===== src/tcc_defines.svh =====
// Address, bit position, reset and sizing constants of the terminal channel controller
`ifndef TCC_DEFINES_SVH
`define TCC_DEFINES_SVH

// ----------------------------------------------------------------
// Channel addresses
// ----------------------------------------------------------------
`define TCC_ADDR_DATA       16'h0090
`define TCC_ADDR_FUNC       16'h0091

// ----------------------------------------------------------------
// Function word bit positions
// ----------------------------------------------------------------
`define TCC_FN_CLR_CTL      0
`define TCC_FN_CLR_INT      1
`define TCC_FN_ARM_DATA     2
`define TCC_FN_ARM_EOP      3
`define TCC_FN_ARM_ALARM    4
`define TCC_FN_SEL_WRITE    8
`define TCC_FN_SEL_READ     9
`define TCC_FN_ECHO_ON      10
`define TCC_FN_ECHO_OFF     13

// ----------------------------------------------------------------
// Status word bit positions and fixed pattern
// ----------------------------------------------------------------
`define TCC_ST_BUSY         1
`define TCC_ST_INT          2
`define TCC_ST_DATA         3
`define TCC_ST_EOP          4
`define TCC_ST_ALARM        5
`define TCC_ST_LOST         6
`define TCC_ST_PARITY       7
`define TCC_ST_READ_MODE    9
`define TCC_ST_MANUAL       11
`define TCC_ST_FIXED        16'h0401

// ----------------------------------------------------------------
// Reset values and buffer sizing
// ----------------------------------------------------------------
`define TCC_RST_READ_MODE   1'b1
`define TCC_FIFO_WIDTH      8
`define TCC_FIFO_DEPTH      32

`endif


===== src/tcc_pkg.sv =====
// Types shared by the terminal channel controller
package tcc_pkg;

  // ----------------------------------------------------------------
  // Channel request and answer
  // ----------------------------------------------------------------
  typedef struct packed {
    logic        rd;       // Input to accumulator strobe
    logic        wr;       // Output from accumulator strobe
    logic [15:0] addr;     // Q register address
    logic [15:0] a;        // Accumulator contents on output
  } tcc_io_req_s;

  typedef struct packed {
    logic        reply;      // Operation performed
    logic        reject;     // Operation refused
    logic        char_input; // Only low eight bits valid
    logic [15:0] data;       // Status or character
  } tcc_io_rsp_s;

  // ----------------------------------------------------------------
  // Terminal character streams
  // ----------------------------------------------------------------
  typedef struct packed {
    logic       valid;     // Character strobe
    logic [7:0] chr;       // Character with parity in bit 7
  } tcc_char_s;

  // ----------------------------------------------------------------
  // Controller state
  // ----------------------------------------------------------------
  typedef struct packed {
    logic        read_mode;  // Read mode selected
    logic [7:0]  hold;       // Receive hold register
    logic        hold_full;  // Hold register has a character
    logic        lost;       // Lost data
    logic        parity;     // Parity error
    logic        manual;     // Manual interrupt
    logic        arm_data;   // Data interrupt armed
    logic        arm_eop;    // End of operation interrupt armed
    logic        arm_alarm;  // Alarm interrupt armed
    logic        echo_off;   // Printer echo suppressed
    logic        int_lvl1;   // Interrupt on level one
    tcc_io_rsp_s rsp;        // Channel answer
  } tcc_state_s;

endpackage : tcc_pkg


===== src/tcc_ctrl.sv =====
// Terminal channel controller: output FIFO and the controller top level
`include "tcc_defines.svh"

// ----------------------------------------------------------------
// Output character FIFO
// ----------------------------------------------------------------
module tcc_fifo #(
  parameter int WIDTH = 8,
  parameter int DEPTH = 32
) (
  // Clock and reset
  input  wire logic             i_clk_sys,
  input  wire logic             i_arst_n,
  // Control
  input  wire logic             i_flush,
  // Fill side
  input  wire logic             i_in_valid,
  input  wire logic [WIDTH-1:0] i_in_data,
  output logic                  o_in_ready,
  // Drain side
  output logic                  o_out_valid,
  output logic      [WIDTH-1:0] o_out_data,
  input  wire logic             i_out_ready
);

  localparam int AW = $clog2(DEPTH);

  // All FIFO state in one record
  typedef struct packed {
    logic [DEPTH-1:0][WIDTH-1:0] mem;       // Storage
    logic [AW-1:0]               wr_ptr;    // Write index
    logic [AW-1:0]               rd_ptr;    // Read index
    logic [AW:0]                 count;     // Occupancy
    logic                        not_empty; // Registered valid
    logic                        not_full;  // Registered ready
  } tcc_fifo_st_s;

  tcc_fifo_st_s st_q;  // Current state
  tcc_fifo_st_s st_d;  // Next state
  logic         push;  // Accepted write
  logic         pop;   // Accepted read

  // Handshakes use the registered flags, so full and empty are exact
  assign push        = i_in_valid & st_q.not_full;
  assign pop         = i_out_ready & st_q.not_empty;
  assign o_in_ready  = st_q.not_full;
  assign o_out_valid = st_q.not_empty;
  assign o_out_data  = st_q.mem[st_q.rd_ptr];

  // Next state
  always_comb begin
    st_d = st_q;
    if (i_flush) begin
      // Flush drops everything, even a push in the same cycle
      st_d.wr_ptr = '0;
      st_d.rd_ptr = '0;
      st_d.count  = '0;
    end else begin
      if (push) begin
        st_d.mem[st_q.wr_ptr] = i_in_data;
        st_d.wr_ptr           = AW'(st_q.wr_ptr + 1'b1);
      end
      if (pop) begin
        st_d.rd_ptr = AW'(st_q.rd_ptr + 1'b1);
      end
      if (push & ~pop) begin
        st_d.count = (AW+1)'(st_q.count + 1'b1);
      end else if (pop & ~push) begin
        st_d.count = (AW+1)'(st_q.count - 1'b1);
      end
    end
    st_d.not_empty = (st_d.count != '0);
    st_d.not_full  = (st_d.count != (AW+1)'(DEPTH));
  end

  // State register
  always_ff @(posedge i_clk_sys or negedge i_arst_n) begin
    if (!i_arst_n) begin
      st_q          <= '0;
      st_q.not_full <= 1'b1;
    end else begin
      st_q <= st_d;
    end
  end

endmodule // tcc_fifo

// Function
// Decode 0091 function/status, 0090 data only
// Data input fills low eight bits only
// Data output sends low eight bits
// Clear controller resets state, read mode, echo
// Clear interrupt drops requests and manual
// Bit A2 arms data interrupt
// Bit A3 arms end-of-operation interrupt
// Bit A4 arms alarm; A5 written zero
// A8 write mode clears lost; A9 read
// A13 suppresses echo, A10 restores it
// Do what is possible; reject if nothing
// Status fixed bits 0,10 one; 8,12-15 zero
// Busy while character held or sending
// Data status shows transfer possible
// End of operation is inverse busy
// Alarm equals lost data or parity
// Overrun sets lost data, locks input
// Bad received parity sets parity error
// Status shows interrupt and read mode
// Manual interrupt sticky until cleared
// Data interrupt follows transfer possibility
// Arming alarm with alarm pending interrupts
// Status read always replied
// Interrupt level one from armed conditions
// Impossible data transfers are rejected
module tcc_ctrl (
  // Clock and reset
  input  wire logic              i_clk_sys,
  input  wire logic              i_arst_n,
  // Processor channel
  input  wire tcc_pkg::tcc_io_req_s i_io,
  output tcc_pkg::tcc_io_rsp_s   o_io,
  output logic                   o_int_lvl1,
  // Terminal receive side
  input  wire tcc_pkg::tcc_char_s i_rx,
  input  wire logic              i_manual_int,
  output logic                   o_rx_lockout,
  output logic                   o_echo_en,
  // Terminal transmit side
  output tcc_pkg::tcc_char_s     o_tx,
  input  wire logic              i_tx_ready
);
  import tcc_pkg::*;

  // ----------------------------------------------------------------
  // Declarations
  // ----------------------------------------------------------------
  tcc_state_s st_q;       // Current state
  tcc_state_s st_d;       // Next state
  logic       sel_data;   // Data address hit
  logic       sel_func;   // Function/status address hit
  logic       busy;       // Busy status
  logic       data_ok;    // Data status
  logic       push;       // Character into FIFO
  logic       flush;      // FIFO cleared by controller clear
  logic       fifo_ready; // FIFO can take a character
  logic       fifo_valid; // FIFO holds a character
  logic [7:0] fifo_data;  // FIFO head
  logic       do_mode;    // Mode selection performed
  logic       other_fn;   // Some always-performed function present

  // Even parity over all eight bits; odd count is an error
  function automatic logic parity_bad(input logic [7:0] c);
    parity_bad = ^c;
  endfunction

  // Assemble the status word from state and derived conditions
  function automatic logic [15:0] status_word(input tcc_state_s s, input logic b, input logic d);
    logic [15:0] w;
    w                    = `TCC_ST_FIXED;
    w[`TCC_ST_BUSY]      = b;
    w[`TCC_ST_INT]       = s.int_lvl1;
    w[`TCC_ST_DATA]      = d;
    // inverse of busy
    w[`TCC_ST_EOP]       = ~b;
    // lost or parity
    w[`TCC_ST_ALARM]     = s.lost | s.parity;
    w[`TCC_ST_LOST]      = s.lost;
    w[`TCC_ST_PARITY]    = s.parity;
    w[`TCC_ST_READ_MODE] = s.read_mode;
    w[`TCC_ST_MANUAL]    = s.manual;
    status_word = w;
  endfunction

  // ----------------------------------------------------------------
  // Output buffer toward the terminal
  // ----------------------------------------------------------------
  // Lets software run ahead of a slow terminal; the terminal's ready stalls it
  tcc_fifo #(
    .WIDTH (`TCC_FIFO_WIDTH),
    .DEPTH (`TCC_FIFO_DEPTH)
  ) u_fifo (
    .i_clk_sys   (i_clk_sys),
    .i_arst_n    (i_arst_n),
    .i_flush     (flush),
    .i_in_valid  (push),
    .i_in_data   (i_io.a[7:0]),
    .o_in_ready  (fifo_ready),
    .o_out_valid (fifo_valid),
    .o_out_data  (fifo_data),
    .i_out_ready (i_tx_ready)
  );

  // ----------------------------------------------------------------
  // Decode and derived status
  // ----------------------------------------------------------------
  // address decode
  assign sel_data = (i_io.addr == `TCC_ADDR_DATA);
  assign sel_func = (i_io.addr == `TCC_ADDR_FUNC);
  // busy per mode
  assign busy     = st_q.read_mode ? st_q.hold_full : fifo_valid;
  // data per mode
  assign data_ok  = st_q.read_mode ? st_q.hold_full : fifo_ready;
  // mode refused while busy
  assign do_mode  = (i_io.a[`TCC_FN_SEL_WRITE] | i_io.a[`TCC_FN_SEL_READ]) & ~busy;
  assign other_fn = i_io.a[`TCC_FN_CLR_CTL] | i_io.a[`TCC_FN_CLR_INT] | i_io.a[`TCC_FN_ARM_DATA]
                  | i_io.a[`TCC_FN_ARM_EOP] | i_io.a[`TCC_FN_ARM_ALARM]
                  | i_io.a[`TCC_FN_ECHO_ON] | i_io.a[`TCC_FN_ECHO_OFF];

  // ----------------------------------------------------------------
  // Next state
  // ----------------------------------------------------------------
  always_comb begin
    st_d                = st_q;
    st_d.rsp            = '0;  // Answer is a one-cycle pulse
    push                = 1'b0;
    flush               = 1'b0;
    // Status read
    if (i_io.rd & sel_func) begin
      // status never refused
      st_d.rsp.reply = 1'b1;
      // fixed status bits
      // interrupt and mode bits
      st_d.rsp.data  = status_word(st_q, busy, data_ok);
    end
    // Data read
    if (i_io.rd & sel_data) begin
      if (st_q.read_mode & st_q.hold_full) begin
        // low byte, upper bits zeroed
        st_d.rsp.reply      = 1'b1;
        st_d.rsp.char_input = 1'b1;
        st_d.rsp.data       = {8'h00, st_q.hold};
        st_d.hold_full      = 1'b0;
      end else begin
        // nothing held
        st_d.rsp.reject = 1'b1;
      end
    end
    // Data write
    if (i_io.wr & sel_data) begin
      if (~st_q.read_mode & fifo_ready) begin
        // low byte to terminal
        push           = 1'b1;
        st_d.rsp.reply = 1'b1;
      end else begin
        // wrong mode or no room
        st_d.rsp.reject = 1'b1;
      end
    end
    // Function word
    if (i_io.wr & sel_func) begin
      // partial execution, reject if none
      if (other_fn | do_mode | ~(i_io.a[`TCC_FN_SEL_WRITE] | i_io.a[`TCC_FN_SEL_READ])) begin
        st_d.rsp.reply = 1'b1;
      end else begin
        st_d.rsp.reject = 1'b1;
      end
      if (i_io.a[`TCC_FN_CLR_CTL]) begin
        // controller clear
        st_d.arm_data  = 1'b0;
        st_d.arm_eop   = 1'b0;
        st_d.arm_alarm = 1'b0;
        st_d.hold_full = 1'b0;
        st_d.lost      = 1'b0;
        st_d.parity    = 1'b0;
        st_d.read_mode = 1'b1;
        st_d.echo_off  = 1'b0;
        // manual interrupt dropped too
        st_d.manual    = 1'b0;
        flush          = 1'b1;
      end
      if (i_io.a[`TCC_FN_CLR_INT]) begin
        // interrupt clear
        st_d.arm_data  = 1'b0;
        st_d.arm_eop   = 1'b0;
        st_d.arm_alarm = 1'b0;
        st_d.manual    = 1'b0;
      end
      // arm data, after clears so it wins
      if (i_io.a[`TCC_FN_ARM_DATA]) begin
        st_d.arm_data = 1'b1;
      end
      // arm end of operation
      if (i_io.a[`TCC_FN_ARM_EOP]) begin
        st_d.arm_eop = 1'b1;
      end
      // arm alarm; A5 carries no function
      if (i_io.a[`TCC_FN_ARM_ALARM]) begin
        st_d.arm_alarm = 1'b1;
      end
      // echo control, reconnect wins a conflict
      if (i_io.a[`TCC_FN_ECHO_OFF]) begin
        st_d.echo_off = 1'b1;
      end
      if (i_io.a[`TCC_FN_ECHO_ON]) begin
        st_d.echo_off = 1'b0;
      end
      // mode change only when not busy
      // read wins if both selected
      if (do_mode) begin
        if (i_io.a[`TCC_FN_SEL_READ]) begin
          st_d.read_mode = 1'b1;
        end else begin
          st_d.read_mode = 1'b0;
          st_d.lost      = 1'b0;
        end
      end
    end
    // Terminal character arrives; placed after clears so the set wins
    if (i_rx.valid & st_d.read_mode & ~st_d.lost) begin
      if (st_d.hold_full) begin
        // overrun, character dropped
        st_d.lost = 1'b1;
      end else begin
        st_d.hold      = i_rx.chr;
        st_d.hold_full = 1'b1;
        // parity check
        if (parity_bad(i_rx.chr)) begin
          st_d.parity = 1'b1;
        end
      end
    end
    // manual interrupt is sticky, set beats clear
    if (i_manual_int) begin
      st_d.manual = 1'b1;
    end
    // data interrupt tracks transfer possibility
    // pending alarm fires once armed
    // level one interrupt
    st_d.int_lvl1 = (st_q.arm_data & data_ok) | (st_q.arm_eop & ~busy)
                  | (st_q.arm_alarm & (st_q.lost | st_q.parity)) | st_q.manual;
  end

  // ----------------------------------------------------------------
  // State register
  // ----------------------------------------------------------------
  always_ff @(posedge i_clk_sys or negedge i_arst_n) begin
    if (!i_arst_n) begin
      st_q           <= '0;
      st_q.read_mode <= `TCC_RST_READ_MODE;
    end else begin
      st_q <= st_d;
    end
  end

  // ----------------------------------------------------------------
  // Outputs
  // ----------------------------------------------------------------
  assign o_io         = st_q.rsp;
  assign o_int_lvl1   = st_q.int_lvl1;
  // input lockout
  assign o_rx_lockout = st_q.lost;
  assign o_echo_en    = ~st_q.echo_off;
  assign o_tx.valid   = fifo_valid;
  assign o_tx.chr     = fifo_data;
endmodule // tcc_ctrl


===== config.mk =====
export PLATFORM = sky130hd
export DESIGN_NAME = tcc_ctrl
export DESIGN_NICKNAME = d
export VERILOG_FILES = /design/src/tcc_pkg.sv /design/src/tcc_ctrl.sv
export VERILOG_INCLUDE_DIRS = /design/src
export SDC_FILE = /design/constraint.sdc
export NUM_CORES = 1
export LEC_CHECK = 0
export BUFFER_PORTS_ARGS = -buffer_cell sky130_fd_sc_hd__buf_2
export CORE_ASPECT_RATIO = 0.75
export CORE_MARGIN = 4
export CORE_UTILIZATION = 55
export DETAILED_ROUTE_END_ITERATION = 8
export PLACE_DENSITY = 0.71
export SYNTH_ARGS = -nofsm -noshare
export SYNTH_HDL_FRONTEND = slang
export SYNTH_HIERARCHICAL = 1
export SYNTH_SLANG_ARGS = --single-unit

===== constraint.sdc =====
create_clock -name i_clk_sys -period 7.36 [get_ports i_clk_sys]
set_clock_uncertainty 0.2 [all_clocks]
set_input_delay 0 -clock i_clk_sys [delete_from_list [all_inputs] [get_ports i_clk_sys]]
set_output_delay 0 -clock i_clk_sys [all_outputs]
set_load 0.02 [all_outputs]

**After elaboration in Yosys (flattened, before gate mapping)**

Cells that the tools add are included.

- Reductions and logical operators: 18
- Bitwise logic cells: 38
- Add/sub/neg operators: 4
- Eq/ne operators: 3
- Mux-type cells: 49
- Order comparisons: 3

Operators by type and width:

| operator | number |
|---|---|
| bitwise mux 256 bit | 1 |
| binary-select mux 8 bit (select 5 bit) | 1 |
| demux 8 bit (select 5 bit) | 1 |
| equality test 16 x 8 -> 1 bit, second input constant | 2 |
| two-way mux 8 bit | 4 |
| two-way mux 1 bit | 30 |
| two-way mux 19 bit | 1 |
| two-way mux 17 bit | 1 |
| AND 1 bit | 16 |
| two-way mux 16 bit | 1 |
| nonzero test 3 bit | 5 |
| AND reduction 2 bit | 7 |
| bitwise OR 1 bit | 13 |
| less-than comparator 5 x 6 -> 1 bit, second input constant | 2 |
| two-way mux 12 bit | 1 |
| two-way mux 6 bit | 2 |
| adder 5 x 1 -> 5 bit, second input constant | 2 |
| two-way mux 5 bit | 2 |
| NOT 1 bit | 9 |
| parity 8 bit | 1 |
| adder 6 x 1 -> 6 bit, second input constant | 1 |
| inequality test 6 bit, second input constant | 1 |
| nonzero test 2 bit | 3 |
| nonzero test 6 bit | 1 |
| 6 further kinds | 7 |

- Logic and storage cells: 167
- Output and inout port bits: 31
- Input port bits: 47
- Register bits after elaboration: 311

**Logic depth before layout (Yosys ltp)**

- Depth after elaboration: 11
- Mapped depth: 9
- Depth with buffers taken out: 8

**By module**

The synthesis kept the hierarchy.

By module, submodules not included:

| module | cells each | sequential area each (µm²) | area an instance (µm²) | times used |
|---|---|---|---|---|
| tcc_fifo | 804 | 6,857.8 | 12,622.1 | 1 |
| tcc_ctrl | 166 | 802.0 | 1,750.4 | 1 |

**Worst setup path after synthesis**

No wires, ideal clock.

- Path kind: register -> register
- Start: register u_fifo.st_q, in the netlist u_fifo/o_in_ready
- End: register u_fifo/st_q[250] (netlist bit)
- Data arrival time: 2,157 ps
- Path slack: 4,878 ps
- Library setup time: 125 ps
- Required time: 7,035 ps
- Clock period less this slack: 2,482 ps
- Buffers on the path: 1
- Cell stages (with the launch flop): 8
- Cell sequence: dfstp_2 -> nor2b_1 -> and3_1 -> and2_1 -> buf_2 -> nand3b_1 -> nor2_1 -> mux2_2

- Cells in the longest elaborated chain, start to end: 5

RTL lines:

| element | RTL line | source |
|---|---|---|
| start: declaration | tcc_ctrl.sv:38 | `tcc_fifo_st_s st_q;` |
| start signal: assignment | tcc_ctrl.sv:82 | `st_q <= st_d;` |
| AND 1 bit | tcc_ctrl.sv:239 | `if (~st_q.read_mode & fifo_ready) begin` |
| two-way mux 1 bit | tcc_ctrl.sv:239 |  |
| two-way mux 1 bit | tcc_ctrl.sv:238 | `if (i_io.wr & sel_data) begin` |
| named net push | tcc_ctrl.sv:142 | `logic push;` |
| AND 1 bit | tcc_ctrl.sv:44 | `assign push = i_in_valid & st_q.not_full;` |
| AND reduction 2 bit (no source line) | - |  |

The timed path passes the listed nets, and every way through them passes these cells.
A chain may end at the register's enable or synchronous reset.

==> impl_metrics.ini <==
[sta]
hold_viol = 0
max_freq_mhz = 250.6
hold_ws_ns = 0.03780
period_share_pct = 54.22
fin_crit_ns = 3.990
rsz0062_at_grt = false
setup_tns_ns = 0
fin_ws_ns = 3.370
slew_violations = 0
setup_viol = 0
worst_pin_slew_ns = 1.081
relSlewSlack_pct = 27.96

[placement]
routabilityCongestion = 0.8519
io_buffers = 68
dp_cells = 1310
pre_cts_slack_ns = 3.881
dpl.hpwl_um = 20040

[worst_hold_path]
hp-class = input pin to register
min_to = st_q[29]
hold_start = i_rx[1]
hold_depth = 3

[detailed_routing]
vias_per_cell = 5.967
via_count = 8444
wl_per_cell_um = 23.02
dr.pass1.iters = 5
drc_errors = 0
routed_wl_um = 32580
antenna_left = 0
drtIter0Drc = 679

[finish]
fin_util_pct = 65.10
nets = 1106
antenna_cells = 0
layout-drive-gt1-share_pct = 46.15
area_delta_synth_final_pct = 14.76
layoutNonFillerInstCount = 1415

[global_routing]
grt_pass1_vias = 8969
grt_max_degree = 83
overflow = 0
grt_pass1_wl_um = 52190
grt_usage_pct = 22.97
antenna_found_initial = 0

[setup_path]
arrival_ns = 4.29
r2r_end = o_rx_lockout
critical_path_class = input pin to register
cp_cell_sequence = dlygate4sd3_1 > buf_2 > nor4b_2 > dlygate4sd3_1 > and4_4 > dlygate4sd3_1 > and2_2 > mux2i_1 > nand3_1 > dlygate4sd3_1 > nand2_1 > dlygate4sd3_1
path_common_cell = dlygate4sd3_1
path_buf_inv = 6
cp-start-kind = input pin
reg2reg_depth = 10
critPathRequiredTime_ns = 7.66
cpMaxStageDelayCell = dlygate4sd3_1
r2r_start = u_fifo/o_out_valid
cpPeakStageDelay_ns = 0.61
critPathTopFamily = buffers and inverters
r2r_slack_ns = 3.51
end_kind = register
critPathMaxFanout = 8

[clock_network]
cts-root-buf = clkbuf_16
cts_made_buffers = 31
h-tree-depth = 1
post-cts-setup-buffer-count = 0
clk_path_buf_depth = 3
path_clk_slew_ns = 0.07
cts_tree = done
clock_sinks = 306
clock_latency_ns = 0.56

[run_status]
status = complete, no violations

[synth]
avgSynthCellArea_sq_um = 14.82
netlist_area_sq_mm = 0.01437
syn_inst = 970
ys_warn_count = 6
seq_area_frac_synth_pct = 53.30
ys_ff_latch = 306
synthFlopType = dfrtp_1
yosys.cell_types.count = 62
synthMuxAreaShare_pct = 34.13
synthXorXnorAreaFrac_pct = 1.158
synth_fa_ha_area_share_pct = 0.6094
synth_edf_count = 0
synth_compound_area_share_pct = 2.046
yosys.area_share.simple_pct = 5.580
synth_top_family_by_area = multiplexers
async_flop_share_pct = 100.0

[floorplan]
row_count = 50
die_area_sq_mm = 0.02881
coreArea_sq_mm = 0.02534
ios = 78
die_width_um = 194.7
die_h_um = 148.0
initial_core_util_pct = 56.73

[power_and_ir_drop]
powerDensity_mw_per_mm2 = 257.9
p_leak_nw = 7.960
vdd_drop_max_mv = 0.2382

[job]
maxCapViolCount = 0
## power breakdown
group,internal (W),switching [W]
clock network,0.00116,0.000671
registers,0.00172,0.000136
logic,0.000265,0.000301
total,0.00315,0.00111
## metal layers
metal	vias up	track usage [%]	share of wire, %
met3	47	4.921	5.6
met5	-	0	0
met4	0	4.181	1.7
li1	3721	-	-
met1	4462	33.77	46
met2	214	36.37	47
## Yosys cell counts (5+ instances only)
cell	number	area share [%]
dfrtp_1	304	53
mux2_2	264	21
mux4_2	80	13
nand2_1	54	1.4
clkbuf_1	42	1.1
nor2_1	35	0.91
buf_4	20	1.0
o21ai_0	12	0.42
inv_1	11	0.29
xnor2_1	10	0.61
xor2_1	9	0.55
mux2_4	8	0.84
nand4_1	8	0.35
nor3_1	8	0.28
ha_1	7	0.61
nor4_1	7	0.30
a21oi_1	6	0.21
buf_2	6	0.21
buf_6	6	0.47
and2_1	5	0.22
nand3_1	5	0.17
nor3b_1	5	0.26
## final cells by class
type,instances,area (sq um)
clock inverters,20,376.6
clock buffers,38,832.0
multi-input cells,581,6274
fillers,1803,8842
repair buffers,121,883.3
flip-flops and latches,306,7665
inverters,11,41.29
well taps,338,422.9
## per-stage QoR
| stage | total power, W | area [sq um] |
|---|---|---|
| after floorplan | 0.002288 | 14390 |
| after global placement | 0.002438 | 14800 |
| after detailed placement | 0.002448 | 14800 |
| after CTS | 0.004299 | 16490 |
| after global routing | 0.004426 | 16490 |
| final | 0.004254 | 16490 |
## logic make-up after synthesis
| kind of cell | after synthesis |
|---|---|
| other cells | 1 |
| buf+inv | 87 |
| flops | 306 |
| fa+ha+maj | 7 |
| simple gates | 154 |
| xor+xnor | 19 |
| compound gates | 43 |
| mux | 353 |
## how the worst max path moves through the flow
| stage | start | to | slack [ns] | depth (start not counted) |
|---|---|---|---|---|
| after floorplan | u_fifo/o_in_ready | u_fifo/st_q[250] | 4.88 | 7 |
| after global placement | u_fifo/st_q[8] | o_tx[2] | 3.88 | 5 |
| after detailed placement | u_fifo/st_q[8] | o_tx[2] | 3.88 | 5 |
| after CTS | u_fifo/st_q[8] | o_tx[2] | 3.27 | 5 |
| after global routing | u_fifo/st_q[8] | o_tx[7] | 3.14 | 5 |
| final | i_io[17] | o_rx_lockout | 3.37 | 12 |
## registers in the layout, indices dropped and copies added, names as in the netlist
| register | count |
|---|---|
| o_int_lvl1 | 1 |
| o_io | 14 |
| o_rx_lockout | 1 |
| st_q | 16 |
| u_fifo/o_in_ready | 1 |
| u_fifo/o_out_valid | 1 |
| u_fifo/st_q | 272 |
## worst register-to-register path: stages, from the launching register on
cell and delay [ns]:
dfrtp_1 0.46, nand2b_1 0.18, a211o_1 0.28, dlygate4sd3_1 0.55
nand2_1 0.11, dlygate4sd3_1 0.58, mux2i_1 0.11, nand3_1 0.11
dlygate4sd3_1 0.56, nand2_1 0.05, dlygate4sd3_1 0.55
## layout by cell type (no fill, tap or decap), types with 8 or more instances in the layout
master	n
nor3_1	8
mux2_2	264
o21ai_0	12
nand2_1	54
inv_1	11
xnor2_1	10
mux2_4	8
dlygate4sd3_1	46
bufinv_16	10
buf_2	67
clkbuf_16	31
nor2_1	35
dfrtp_1	302
xor2_1	9
mux4_2	80
nand4_1	8
## repair_timing
action / in CTS / in global routing
endpoints found under the hold margin: 386 / 0
resized for setup: 0 / 0
endpoints found under the setup margin: 0 / 0
hold buffers: 47 / 0
Note: power is estimated with default switching activity, not from simulation.
